==> src/logic/usart_defines.vh <==
// Contract
// - Four clock modes from sync, double-speed and direction bits.
// - Sync clock direction picks master or slave.
// - Transfer clock pin ignored in asynchronous modes.
// - Down-counter reloads at zero or low-byte write.
// - Baud tick each zero, rate clock over divisor+1.
// - Transmitter divides ticks by 16, 8 or 2.
// - Receiver recovery runs on ticks, 16/8 states.
// - Divisor is twelve bits, high and low bytes.
// - Double speed only acts in asynchronous mode.
// - Double speed receiver takes eight samples per bit.
// - One transmit buffer allows gapless back-to-back frames.
// - Receive buffer is two-entry circular FIFO, read once.
// - Error flags and ninth bit travel with data.
// - Full FIFO keeps character in shift register.
// - Receiver reports framing, overrun and parity errors.
// - Slave transfer clock is synchronized before use.
// - Three interrupt requests: tx done, empty, rx done.
// - Five to nine data bits, parity, 1-2 stops.
// - False start rejection and low-pass data filter.
// - Start low, LSB first, parity, high stops.
// - Parity is data XOR, inverted for odd.
// - Polarity selects change and sample clock edges.
`ifndef USART_DEFINES_VH
`define USART_DEFINES_VH
`define BAUD_W       12
`define LAST_NORMAL  4'hF
`define LAST_DOUBLE  4'h7
`define HALF_NORMAL  4'h7
`define HALF_DOUBLE  4'h3
`define PAR_EVEN     2'h2
`define PAR_ODD      2'h3
`define CSZ_NINE     3'h7
`define NBITS_BASE   4'h5
`define NBITS_NINE   4'h9
`define ENT_W        12
`define ENT_FE       9
`define ENT_DOR      10
`define ENT_PE       11
`define FIFO_DEPTH   2
`endif

==> src/logic/usart_core.v <==
`timescale 1ns/1ps
`include "usart_defines.vh"
module usart_core (
    input  wire        SYS_CLK,
    input  wire        NRST,
    input  wire        SYNC_MODE_SELECT,
    input  wire        DOUBLE_SPEED,
    input  wire        TRANSFER_CLOCK_DIRECTION,
    input  wire        SYNC_CLOCK_POLARITY,
    input  wire [2:0]  CHAR_SIZE,
    input  wire [1:0]  PARITY_MODE,
    input  wire        TWO_STOP,
    input  wire        TX_ENABLE,
    input  wire        RX_ENABLE,
    input  wire [3:0]  BAUD_DIVISOR_HIGH,
    input  wire [7:0]  BAUD_DIVISOR_LOW,
    input  wire        BAUD_LOW_WRITE,
    input  wire [8:0]  TX_DATA,
    input  wire        TX_WRITE,
    input  wire        TX_DONE_CLEAR,
    input  wire        RX_READ,
    output wire [8:0]  RX_DATA,
    output wire        RX_FRAME_ERROR,
    output wire        RX_OVERRUN,
    output wire        RX_PARITY_ERROR,
    output wire        TX_DONE_IRQ,
    output wire        TX_EMPTY_IRQ,
    output wire        RX_DONE_IRQ,
    input  wire        RXD_PIN,
    output wire        TXD_PIN,
    input  wire        XCK_IN,
    output wire        XCK_OUT,
    output wire        XCK_OE_N
);
    localparam [2:0] S_IDLE  = 3'b000;
    localparam [2:0] S_START = 3'b001;
    localparam [2:0] S_DATA  = 3'b010;
    localparam [2:0] S_PAR   = 3'b011;
    localparam [2:0] S_STOP1 = 3'b100;
    localparam [2:0] S_STOP2 = 3'b101;

    reg  [1:0]  rst_q;
    wire        rst_n;
    wire        sync_mode;
    wire        dbl;
    wire        master;
    wire        slave;
    wire        tick;
    wire [3:0]  last;
    wire [3:0]  half;
    wire [3:0]  nbits;
    wire        par_on;
    wire        par_init;
    reg         xck_s1_q;
    reg         xck_s2_q;
    reg         xck_s3_q;
    reg         xck_q;
    wire        clk_rise;
    wire        clk_fall;
    wire        change_edge;
    wire        sample_edge;
    reg  [3:0]  tx_pre_q;
    wire        tx_en;
    reg  [2:0]  tx_st_q;
    reg  [8:0]  tx_buf_q;
    reg         tx_bv_q;
    reg  [8:0]  tx_sh_q;
    reg  [3:0]  tx_cnt_q;
    reg         tx_par_q;
    reg         tx_line_q;
    reg         tx_done_q;
    wire        tx_load;
    wire        tx_finish;
    reg         rx_s1_q;
    reg         rx_s2_q;
    reg  [2:0]  rx_hist_q;
    wire        rx_line;
    reg  [3:0]  rx_pre_q;
    wire        rx_smp;
    reg  [2:0]  rx_st_q;
    reg  [8:0]  rx_sh_q;
    reg  [3:0]  rx_cnt_q;
    reg         rx_par_q;
    reg         rx_fe_q;
    reg         rx_pe_q;
    reg         rx_dor_q;
    reg         rx_pend_q;
    wire        start_seen;
    wire        fifo_full;
    wire        fifo_empty;
    wire        push;
    wire [8:0]  rx_aligned;
    wire [`ENT_W-1:0] entry;
    wire [`ENT_W-1:0] head;

    always @(posedge SYS_CLK or negedge NRST) begin
        if (!NRST) begin
            rst_q <= 2'h0;
        end else begin
            rst_q <= {rst_q[0], 1'b1};
        end
    end
    assign rst_n = rst_q[1];

    assign sync_mode = SYNC_MODE_SELECT;
    assign dbl    = DOUBLE_SPEED && !sync_mode;
    assign master = sync_mode && TRANSFER_CLOCK_DIRECTION;
    assign slave  = sync_mode && !TRANSFER_CLOCK_DIRECTION;
    assign last   = dbl ? `LAST_DOUBLE : `LAST_NORMAL;
    assign half   = dbl ? `HALF_DOUBLE : `HALF_NORMAL;
    assign nbits  = (CHAR_SIZE == `CSZ_NINE) ? `NBITS_NINE :
                    (`NBITS_BASE + {1'b0, CHAR_SIZE});
    assign par_on   = PARITY_MODE[1];
    assign par_init = (PARITY_MODE == `PAR_ODD);

    baud_gen #(
        .W(`BAUD_W)
    ) u_baud (
        .clk       (SYS_CLK),
        .rst_n     (rst_n),
        .divisor   ({BAUD_DIVISOR_HIGH, BAUD_DIVISOR_LOW}),
        .low_write (BAUD_LOW_WRITE),
        .tick      (tick)
    );

    // The pin feeds two flops before the edge detector looks at it.
    always @(posedge SYS_CLK or negedge rst_n) begin
        if (!rst_n) begin
            xck_s1_q <= 1'b0;
            xck_s2_q <= 1'b0;
            xck_s3_q <= 1'b0;
            xck_q    <= 1'b0;
        end else begin
            xck_s1_q <= XCK_IN;
            xck_s2_q <= xck_s1_q;
            xck_s3_q <= xck_s2_q;
            if (!master) begin
                xck_q <= SYNC_CLOCK_POLARITY;
            end else if (tick) begin
                xck_q <= !xck_q;
            end
        end
    end
    // Slave edges arrive two cycles late, so the partner must stay
    // below a quarter of the system clock.
    assign clk_rise = master ? (tick && !xck_q)
                    : (slave && xck_s2_q && !xck_s3_q);
    assign clk_fall = master ? (tick && xck_q)
                    : (slave && !xck_s2_q && xck_s3_q);
    assign change_edge = SYNC_CLOCK_POLARITY ? clk_fall : clk_rise;
    assign sample_edge = SYNC_CLOCK_POLARITY ? clk_rise : clk_fall;
    assign XCK_OUT  = xck_q;
    assign XCK_OE_N = !master;

    always @(posedge SYS_CLK or negedge rst_n) begin
        if (!rst_n) begin
            tx_pre_q <= 4'h0;
        end else if (tick) begin
            tx_pre_q <= (tx_pre_q >= last) ? 4'h0 : tx_pre_q + 4'h1;
        end
    end
    assign tx_en = TX_ENABLE &&
                   (sync_mode ? change_edge
                              : (tick && tx_pre_q >= last));

    assign tx_finish = tx_en && ((tx_st_q == S_STOP2) ||
                       (tx_st_q == S_STOP1 && !TWO_STOP));
    assign tx_load = tx_en && tx_bv_q &&
                     (tx_st_q == S_IDLE || tx_finish);

    always @(posedge SYS_CLK or negedge rst_n) begin
        if (!rst_n) begin
            tx_st_q   <= S_IDLE;
            tx_buf_q  <= 9'h000;
            tx_bv_q   <= 1'b0;
            tx_sh_q   <= 9'h000;
            tx_cnt_q  <= 4'h0;
            tx_par_q  <= 1'b0;
            tx_line_q <= 1'b1;
            tx_done_q <= 1'b0;
        end else begin
            if (TX_WRITE && (!tx_bv_q || tx_load)) begin
                tx_buf_q <= TX_DATA;
                tx_bv_q  <= 1'b1;
            end else if (tx_load) begin
                tx_bv_q <= 1'b0;
            end
            if (tx_finish && !tx_bv_q) begin
                tx_done_q <= 1'b1;
            end else if (TX_DONE_CLEAR) begin
                tx_done_q <= 1'b0;
            end
            if (!TX_ENABLE) begin
                tx_st_q   <= S_IDLE;
                tx_line_q <= 1'b1;
            end else if (tx_load) begin
                tx_line_q <= 1'b0;
                tx_sh_q   <= tx_buf_q;
                tx_cnt_q  <= 4'h0;
                tx_par_q  <= par_init;
                tx_st_q   <= S_START;
            end else if (tx_en) begin
                case (tx_st_q)
                    S_START, S_DATA: begin
                        if (tx_cnt_q == nbits) begin
                            tx_line_q <= par_on ? tx_par_q : 1'b1;
                            tx_st_q   <= par_on ? S_PAR : S_STOP1;
                        end else begin
                            tx_line_q <= tx_sh_q[0];
                            tx_sh_q   <= {1'b0, tx_sh_q[8:1]};
                            tx_par_q  <= tx_par_q ^ tx_sh_q[0];
                            tx_cnt_q  <= tx_cnt_q + 4'h1;
                            tx_st_q   <= S_DATA;
                        end
                    end
                    S_PAR: begin
                        tx_line_q <= 1'b1;
                        tx_st_q   <= S_STOP1;
                    end
                    S_STOP1: begin
                        tx_line_q <= 1'b1;
                        tx_st_q   <= TWO_STOP ? S_STOP2 : S_IDLE;
                    end
                    S_STOP2: begin
                        tx_st_q <= S_IDLE;
                    end
                    default: begin
                        tx_line_q <= 1'b1;
                        tx_st_q   <= S_IDLE;
                    end
                endcase
            end
        end
    end
    assign TXD_PIN      = tx_line_q;
    assign TX_DONE_IRQ  = tx_done_q;
    assign TX_EMPTY_IRQ = !tx_bv_q;

    // The three-sample majority costs one tick of latency but drops
    // single-tick spikes on the line.
    always @(posedge SYS_CLK or negedge rst_n) begin
        if (!rst_n) begin
            rx_s1_q   <= 1'b1;
            rx_s2_q   <= 1'b1;
            rx_hist_q <= 3'h7;
        end else begin
            rx_s1_q <= RXD_PIN;
            rx_s2_q <= rx_s1_q;
            if (tick) begin
                rx_hist_q <= {rx_hist_q[1:0], rx_s2_q};
            end
        end
    end
    assign rx_line = sync_mode ? rx_s2_q :
                     ((rx_hist_q[0] & rx_hist_q[1]) |
                      (rx_hist_q[1] & rx_hist_q[2]) |
                      (rx_hist_q[0] & rx_hist_q[2]));

    assign rx_smp = sync_mode ? sample_edge
                              : (tick && rx_pre_q >= last);
    assign start_seen = RX_ENABLE && (rx_st_q == S_IDLE) && !rx_line &&
                        (sync_mode ? sample_edge : tick);
    assign push = rx_pend_q && !fifo_full;
    assign rx_aligned = rx_sh_q >> (`NBITS_NINE - nbits);
    assign entry = {rx_pe_q, rx_dor_q, rx_fe_q, rx_aligned};

    always @(posedge SYS_CLK or negedge rst_n) begin
        if (!rst_n) begin
            rx_st_q   <= S_IDLE;
            rx_pre_q  <= 4'h0;
            rx_sh_q   <= 9'h000;
            rx_cnt_q  <= 4'h0;
            rx_par_q  <= 1'b0;
            rx_fe_q   <= 1'b0;
            rx_pe_q   <= 1'b0;
            rx_dor_q  <= 1'b0;
            rx_pend_q <= 1'b0;
        end else begin
            if (push) begin
                rx_pend_q <= 1'b0;
                rx_dor_q  <= 1'b0;
            end else if (start_seen && rx_pend_q) begin
                rx_pend_q <= 1'b0;
                rx_dor_q  <= 1'b1;
            end
            if (tick) begin
                rx_pre_q <= (rx_pre_q >= last) ? 4'h0 : rx_pre_q + 4'h1;
            end
            if (!RX_ENABLE) begin
                rx_st_q <= S_IDLE;
            end else begin
                case (rx_st_q)
                    S_IDLE: begin
                        if (start_seen) begin
                            rx_cnt_q <= 4'h0;
                            rx_par_q <= par_init;
                            rx_pre_q <= 4'h0;
                            rx_st_q  <= sync_mode ? S_DATA : S_START;
                        end
                    end
                    S_START: begin
                        if (tick && rx_pre_q == half) begin
                            rx_pre_q <= 4'h0;
                            rx_st_q  <= rx_line ? S_IDLE : S_DATA;
                        end
                    end
                    S_DATA: begin
                        if (rx_smp) begin
                            rx_sh_q  <= {rx_line, rx_sh_q[8:1]};
                            rx_par_q <= rx_par_q ^ rx_line;
                            rx_cnt_q <= rx_cnt_q + 4'h1;
                            if (rx_cnt_q + 4'h1 == nbits) begin
                                rx_st_q <= par_on ? S_PAR : S_STOP1;
                            end
                        end
                    end
                    S_PAR: begin
                        if (rx_smp) begin
                            rx_pe_q <= rx_line ^ rx_par_q;
                            rx_st_q <= S_STOP1;
                        end
                    end
                    S_STOP1: begin
                        if (rx_smp) begin
                            rx_fe_q   <= !rx_line;
                            rx_pend_q <= 1'b1;
                            rx_st_q   <= S_IDLE;
                            if (!par_on) begin
                                rx_pe_q <= 1'b0;
                            end
                        end
                    end
                    default: begin
                        rx_st_q <= S_IDLE;
                    end
                endcase
            end
        end
    end

    rx_fifo #(
        .WIDTH (`ENT_W),
        .DEPTH (`FIFO_DEPTH),
        .AW    (1)
    ) u_fifo (
        .clk     (SYS_CLK),
        .rst_n   (rst_n),
        .push    (push),
        .wr_data (entry),
        .pop     (RX_READ),
        .rd_data (head),
        .full    (fifo_full),
        .empty   (fifo_empty)
    );
    assign RX_DATA         = head[8:0];
    assign RX_FRAME_ERROR  = head[`ENT_FE];
    assign RX_OVERRUN      = head[`ENT_DOR];
    assign RX_PARITY_ERROR = head[`ENT_PE];
    assign RX_DONE_IRQ     = !fifo_empty;
endmodule // usart_core

==> src/logic/baud_gen.v <==
`timescale 1ns/1ps
module baud_gen #(
    parameter W = 12
) (
    input  wire         clk,
    input  wire         rst_n,
    input  wire [W-1:0] divisor,
    input  wire         low_write,
    output wire         tick
);
    reg [W-1:0] cnt_q;

    assign tick = (cnt_q == {W{1'b0}});
    always @(posedge clk or negedge rst_n) begin
        if (!rst_n) begin
            cnt_q <= {W{1'b0}};
        end else if (tick || low_write) begin
            cnt_q <= divisor;
        end else begin
            cnt_q <= cnt_q - {{(W-1){1'b0}}, 1'b1};
        end
    end
endmodule // baud_gen

==> src/logic/rx_fifo.v <==
`timescale 1ns/1ps
module rx_fifo #(
    parameter WIDTH = 12,
    parameter DEPTH = 2,
    parameter AW    = 1
) (
    input  wire             clk,
    input  wire             rst_n,
    input  wire             push,
    input  wire [WIDTH-1:0] wr_data,
    input  wire             pop,
    output wire [WIDTH-1:0] rd_data,
    output wire             full,
    output wire             empty
);
    // A sized step keeps the pointer sums free of zero-width parts.
    localparam [AW-1:0] PTR_STEP = 1;
    reg [WIDTH-1:0] mem [0:DEPTH-1];
    reg [AW-1:0]    wr_q;
    reg [AW-1:0]    rd_q;
    reg [AW:0]      cnt_q;
    wire            do_push;
    wire            do_pop;

    assign full    = (cnt_q == DEPTH[AW:0]);
    assign empty   = (cnt_q == {(AW+1){1'b0}});
    assign do_push = push && !full;
    assign do_pop  = pop && !empty;
    assign rd_data = mem[rd_q];
    always @(posedge clk) begin
        if (do_push) begin
            mem[wr_q] <= wr_data;
        end
    end
    always @(posedge clk or negedge rst_n) begin
        if (!rst_n) begin
            wr_q  <= {AW{1'b0}};
            rd_q  <= {AW{1'b0}};
            cnt_q <= {(AW+1){1'b0}};
        end else begin
            if (do_push) begin
                wr_q <= wr_q + PTR_STEP;
            end
            if (do_pop) begin
                rd_q <= rd_q + PTR_STEP;
            end
            if (do_push && !do_pop) begin
                cnt_q <= cnt_q + {{AW{1'b0}}, 1'b1};
            end else if (do_pop && !do_push) begin
                cnt_q <= cnt_q - {{AW{1'b0}}, 1'b1};
            end
        end
    end
endmodule // rx_fifo

==> config.mk <==
export PLATFORM = sky130hd
export DESIGN_NAME = usart_core
export DESIGN_NICKNAME = d
export VERILOG_FILES = /design/src/logic/usart_core.v /design/src/logic/baud_gen.v /design/src/logic/rx_fifo.v
export VERILOG_INCLUDE_DIRS = /design/src /design/src/logic
export SDC_FILE = /design/constraint.sdc
export NUM_CORES = 1
export LEC_CHECK = 0
export BUFFER_PORTS_ARGS = -buffer_cell sky130_fd_sc_hd__buf_4
export CAP_MARGIN = 20
export CORE_MARGIN = 3
export CORE_UTILIZATION = 50
export CTS_CLUSTER_SIZE = 10
export DETAILED_ROUTE_END_ITERATION = 16
export PLACE_DENSITY = 0.69
export SYNTH_ARGS = -nofsm -noshare
export SYNTH_HDL_FRONTEND = slang
export SYNTH_HIERARCHICAL = 1
export SYNTH_SLANG_ARGS = --single-unit
==> constraint.sdc <==
create_clock -name SYS_CLK -period 4.2 [get_ports SYS_CLK]
set_clock_uncertainty 0.2 [all_clocks]
set_input_delay 0.21 -clock SYS_CLK [delete_from_list [all_inputs] [get_ports SYS_CLK]]
set_output_delay 0.21 -clock SYS_CLK [all_outputs]
set_load 0.01 [all_outputs]
# --- After elaboration in Yosys (flattened, before gate mapping) ---
# Memories as Yosys holds them, arrays and structs flattened.
# Index checks and enable logic that the tools add are counted.
word_totals:
  reg_bits: 85
  ramBits: 24
  in_bits: 41
  out_inout_bits: 18
  elab_cells: 227
  n_memories: 1
memory_table:
  columns: ["name", "words", "word_bits", "rd", "rd_ports_with_merged_regs", "write_ports", "line", "rtl"]
  rows:
  - ["u_fifo.mem", 2, 12, 1, 0, 1, "rx_fifo.v:18", "reg [WIDTH-1:0] mem [0:DEPTH-1];"]
op_classes:
  add_sub_neg: 11
  magnitude_cmp: 2
  n_eq_ne: 30
  shift: 1
  mux: 80
  bitwise_logic: 7
  n_reduce_logical: 65
ops:
  columns: ["op", "n"]
  rows:
  - ["4-bit two-way mux", 14]
  - ["3-bit two-way mux", 14]
  - ["1-bit two-way mux", 36]
  - ["9-bit two-way mux", 4]
  - ["1-bit logical AND", 28]
  - ["3-bit != test, second input constant", 7]
  - ["4-bit by 1-bit adder with 4-bit output, second input constant", 4]
  - ["4-bit one-hot mux with 2 select lines", 2]
  - ["2-bit nonzero test", 8]
  - ["3-bit one-hot mux with 5 select lines", 1]
  - ["1-bit zero test", 13]
  - ["3-bit by 2-bit == test with 1-bit output, second input constant", 4]
  - ["3-bit == test, second input constant", 4]
  - ["12-bit zero test", 1]
  - ["12-bit two-way mux", 1]
  - ["2-bit != test, second input constant", 6]
  - ["12-bit by 1-bit subtractor with 12-bit output, second input constant", 1]
  - ["3-bit one-hot mux with 3 select lines", 1]
  - ["9-bit by 4-bit right shift with 9-bit output", 1]
  - ["4-bit == test", 2]
  - ["4-bit greater-or-equal comparator", 2]
  - ["2-bit two-way mux", 4]
  - ["4-bit AND reduction", 2]
  - ["3-bit by 1-bit == test with 1-bit output, second input constant", 2]
  - ["other kinds (21)", 34]

# --- Longest topological paths before layout ---
logic_depth:
  depth_word: 14
  mapped_depth: 12
  depth_no_buf: 9

# --- Modules after synthesis ---
# The synthesis kept the hierarchy.
modules_own_cells:
  columns: ["mod", "instances", "cells_each", "area_per_inst_um2", "seq_area_each_um2"]
  rows:
  - ["usart_core", 1, 408, 4016.4, 1734.2]
  - ["rx_fifo", 1, 56, 1099.8, 820.8]
  - ["baud_gen", 1, 70, 673.1, 300.3]

# --- Least setup slack after synthesis ---
# Ideal clock, no wire load.
synth_path:
  path_type: "register to register"
  start: "register u_baud.cnt_q[7]"
  end: "register rx_sh_q[5]"
  setup_ns: 0.128
  arrival_time_ns: 2.523
  t_required_ns: 3.872
  slack_ns: 1.350
  path_stages_with_launch: 11
  n_path_buf: 3
  period_less_slack_ns: 2.850
  path_cell_list: "dfrtp_1 > nor4_2 > inv_1 > nor3_1 > buf_2 > nand2_1 > o21a_1 > a211o_1 > buf_2 > buf_2 > mux2_1"
synth_between:
  elab_chain_cells: 6
  word_cells_on_any_way: 9
  classes_between: "4 x mux; 5 x reduce/logical"
synth_rtl:
  columns: ["element", "line", "rtl"]
  rows:
  - ["from (decl)", "baud_gen.v:11", "reg [W-1:0] cnt_q;"]
  - ["from (signal assigned)", "baud_gen.v:16", "cnt_q <= {W{1'b0}};"]
  - ["from (signal assigned)", "baud_gen.v:18", "cnt_q <= divisor;"]
  - ["from (signal assigned)", "baud_gen.v:20", "cnt_q <= cnt_q - {{(W-1){1'b0}}, 1'b1};"]
  - ["12-bit zero test *", "baud_gen.v:13", "assign tick = (cnt_q == {W{1'b0}});"]
  - ["net tick", "usart_core.v:48", "wire tick;"]
  - ["1-bit logical AND, on equally long branches", "usart_core.v:148, usart_core.v:146", null]
  - ["1-bit two-way mux, on equally long branches", "usart_core.v:148, usart_core.v:146", null]
  - ["1-bit two-way mux", "usart_core.v:151", "assign sample_edge = SYNC_CLOCK_POLARITY ? clk_rise : clk_fall;"]
  - ["1-bit two-way mux *", "usart_core.v:259", "assign rx_smp = sync_mode ? sample_edge"]
  - ["3-bit AND reduction (no source line) *", null, null]
  - ["to (signal assigned)", "usart_core.v:309", "rx_sh_q <= {rx_line, rx_sh_q[8:1]};"]
  - ["to (decl)", "usart_core.v:81", "reg [8:0] rx_sh_q;"]
# Mark *: on every way through the listed nets, which the timed path passes. The rest lies on a longest branch.
# A chain may end at the register's enable or synchronous reset.

# --- Final worst setup path ---
layout_path:
  start: "register u_baud.cnt_q[7]"
  end: "register tx_buf_q[7]"
layout_between:
  elab_chain_cells: 11
  word_cells_on_any_way: 15
  classes_between: "4 x mux; 11 x reduce/logical"
layout_rtl:
  columns: ["element", "line", "rtl"]
  rows:
  - ["12-bit zero test *", "baud_gen.v:13", null]
  - ["net tick", "usart_core.v:48", null]
  - ["1-bit logical AND, on equally long branches", "usart_core.v:146, usart_core.v:148", null]
  - ["1-bit two-way mux, on equally long branches", "usart_core.v:146, usart_core.v:148", null]
  - ["1-bit two-way mux", "usart_core.v:150", "assign change_edge = SYNC_CLOCK_POLARITY ? clk_fall : clk_rise;"]
  - ["1-bit two-way mux *", "usart_core.v:163", "(sync_mode ? change_edge"]
  - ["1-bit logical AND *", "usart_core.v:162", "assign tx_en = TX_ENABLE &&"]
  - ["1-bit logical AND", "usart_core.v:166", "assign tx_finish = tx_en && ((tx_st_q == S_STOP2) ||"]
  - ["1-bit logical OR", "usart_core.v:169", "(tx_st_q == S_IDLE || tx_finish);"]
  - ["1-bit logical AND *", "usart_core.v:168", "assign tx_load = tx_en && tx_bv_q &&"]
  - ["1-bit logical OR *", "usart_core.v:182", "if (TX_WRITE && (!tx_bv_q || tx_load)) begin"]
  - ["1-bit logical AND *", "usart_core.v:182", null]
  - ["to (signal assigned)", "usart_core.v:174", "tx_buf_q <= 9'h000;"]
  - ["to (signal assigned)", "usart_core.v:183", "tx_buf_q <= TX_DATA;"]
  - ["to (decl)", "usart_core.v:65", "reg [8:0] tx_buf_q;"]
# Marks and branches as above.

==> impl_results.md <==
* Status: finished, final reports clean
* Fmax at 298 MHz
* DIE HEIGHT at 114 um
* Final Util at 63.7%
* RSZ-0062 raised after global routing: false
* Maximum clock path buffer count at 2
* Post-DP HPWL at 7.95 mm
* Yosys top cell area share at 34.1%
* Routed vias at 4,350
* Yosys cell types at 80
* Top cells by count, synth: 79 x dfrtp_1, 49 x nand2_1, 41 x nor2_1, 24 x edfxtp_1, 20 x o22ai_1
* Fin. max-slew vios at 0
* Fraction of layout cells with a size suffix above 1 at between 20% and 30%
* Routability congestion estimate at around 0.8
* Slew margin rel. at 35.4%
* Worst-Margin Slew at 966 ps
* Skew-Pair Late Insertion Delay at about 350 ps
* Post-Syn Area at 5790 um^2
* Total Power at approximately 2800 uW
* Crit path required time at roughly 4200 ps
* Cell count after synthesis at 534
* YS warnings at 6
* Vias in the first global route at 4,320
* Fraction of registers with async set or reset after synthesis at between 70 and 80%
* Synth area leaders: dfrtp_1 34%, edfxtp_1 12%, nand2_1 3.2%
* Final Setup Violations at 0
* Tot GR Track Use at 19.0%
* PnR worst setup slack at ~840 ps
* Fin crit period at approximately 3400 ps
* Setup Fix Bufs, Post-CTS at 0
* Worst setup SP type: register
* Synth Net Count at ~590
* Final Hold Fails at 0
* Post-synth EDFFs at 24
* Seq/Total Area, Yosys at 49.3%
* Max-cap viol count at 0
* First DRT Iteration DRCs at roughly 200
* Initial antenna violation count at 0
* Area leader, netlist: dfrtp_1
* First-pass GRT wire length at 20.1 mm
* # rows at 38
* Met3 Use GR at 3.45%
* DR WL/cell at 14.9 um
* First-pass DRT Iterations at 4
* Layout Cells excl Fill at 769
* Critical path class: reg2reg
* Die Wd at 114 um
* Pre-CTS setup slack at 840 ps
* Vias per std cell at 5.66
* Largest net degree at the start of global routing at 84
* Power per Cell Area at 402 nW/um^2
* Hold WC Path Type: in2reg
* Peak VDD IR at 0.000381 V
* Critical Path AT at 3370 ps
* Ys flop type: dfrtp_1
* ANT cells at 0
* Crit path max fanout at 16
* Final WL at 11.4 mm
* Layout area overhead at 22.0%
* DRC Markers at 0
* Clk sinks at 109
* Fin crit share at roughly 80%
* CTS H-tree lvls at 3
* I/O pin count at 59
* Die area at 12,900 um^2
* Effective utilization at floorplan at 52.3%
* Crit. End Element: register
* Mean Syn Cell Area at 10.8 um^2
* Port Buffer Count at 58
* GRT met2 Usage at a little under a third
* Pleak at 0.00311 uW
* Nets at 676
* CTS tree: built
* Aggregate global routing overflow at 0
* Most numerous cell in the Yosys netlist: dfrtp_1
* Flops & latches, synth at ~110
* Core Area at 11,100 um^2
* CTS root buf: clkbuf_16
* Fin Setup TNS at 0 ps
* Placed insts at slightly above 700
* TritonCTS Buffers at 9
* Global routing's busiest layer: met2
* Number of routed nets with antenna violations at 0
* Clock transition at path regs at around 70 ps
* Met1 Usage GRT at 25.0%
[metal layers]
| layer | wire length (um) | share of wire [%] | vias to the layer above |
|---|---|---|---|
| met1 | 5160 | 45 | 2106 |
| li1 | - | - | 2139 |
| met3 | 452 | 4.0 | 14 |
| met2 | 5660 | 49 | 91 |
| met4 | 164 | 1.4 | 0 |
| met5 | 0 | 0 | - |
[where the power goes]
group / internal (uW) / total, uW / switching, uW
Sequential: 1210 / 1370 / 154
Combinational: 329 / 593 / 265
Clock: 515 / 875 / 360
[registers in the layout, summed over array words and instances (netlist names), 2 cells and up]
register and flops:
rx_cnt_q 4, rst_q 2, rx_sh_q 9, rx_pre_q 4
tx_cnt_q 4, u_fifo/cnt_q 2, u_baud/cnt_q 12, tx_buf_q 9
tx_st_q 3, tx_pre_q 4, rx_hist_q 3, rx_st_q 3
tx_sh_q 9, u_fifo/mem 24
[metrics by stage]
stage,cell area [um^2],hold WS (ps)
after global placement,6330,-208
after floorplan,5790,-286
after detailed placement,6330,-207
after CTS,7030,5.89
after global routing,7060,29.1
final,7060,25.7
[repair_timing]
| action | in CTS | in global routing |
|---|---|---|
| hold buffers | 39 | 0 |
| gates resized for setup | 0 | 0 |
| hold endpoints to repair | 33 | 0 |
[cell families (layout without fill, tap and decap cells)]
family / Yosys count / after routing / share of synthesized area (%)
and+or+nand+nor: 173 / 173 / 15.8
AOI/OAI and AO/OA: 120 / 120 / 14.9
DFF: 109 / 109 / 49.3
muxes: 45 / 45 / 9.40
buffers and inverters: 45 / 140 / 3.31
xor gates and xnor gates: 29 / 29 / 4.65
adders and majority gates: 12 / 12 / 2.55
other: 1 / 1 / 0.0648
[worst max-delay path, stage by stage, from the launching register on]
cell,delay [ps]
dfrtp_1,440
nor4_2,370
inv_1,90
nor3_2,600
and2_1,230
a221o_1,210
a21o_1,490
and3_1,450
o22ai_1,140
[layout by cell type (no fill, tap or decap), drive strengths merged, types with 7 or more instances in the layout]
| cell | Yosys | final |
|---|---|---|
| dfrtp | 79 | 79 |
| buf | 9 | 63 |
| nand2 | 50 | 50 |
| nor2 | 41 | 41 |
| dlygate4sd3 | 0 | 39 |
| mux2 | 28 | 28 |
| edfxtp | 24 | 24 |
| inv | 21 | 22 |
| o21ai | 22 | 22 |
| o22ai | 20 | 20 |
| a21oi | 20 | 20 |
| xnor2 | 16 | 16 |
| mux2i | 15 | 15 |
| nand3 | 13 | 13 |
| clkbuf | 14 | 13 |
| xor2 | 12 | 12 |
| ha | 11 | 11 |
| a2bb2oi | 9 | 9 |
| nor3 | 8 | 8 |
| nand3b | 7 | 7 |
| and3 | 7 | 7 |
| nor4 | 7 | 7 |
[path summary, 6_finish.rpt]
path                                           from               to  slack (ps)  depth (start not counted)
worst min register to register             rst_q[1]  u_baud/cnt_q[1]          80                          0
min in group asynchronous                  rst_q[1]  u_baud/cnt_q[1]          80                          0
worst max-delay path                u_baud/cnt_q[7]      tx_buf_q[7]         840                          8
worst max register to register      u_baud/cnt_q[7]      tx_buf_q[7]         840                          8
worst min-delay path            SYNC_CLOCK_POLARITY          XCK_OUT          30                          3
max in group asynchronous                  rst_q[1]         rx_par_q        3120                          1
[layout make-up]
class                           instances  area, um^2
Multi-Input combinational cell        380        2750
Clock inverter                          3        41.3
Timing Repair Buffer                  102         883
Sequential cell                       109        2860
Clock buffer                           13         272
Fill cell                             856        4020
Inverter                               22        82.6
Tap cell                              140         175
Note: power is estimated with default switching activity, not from simulation.
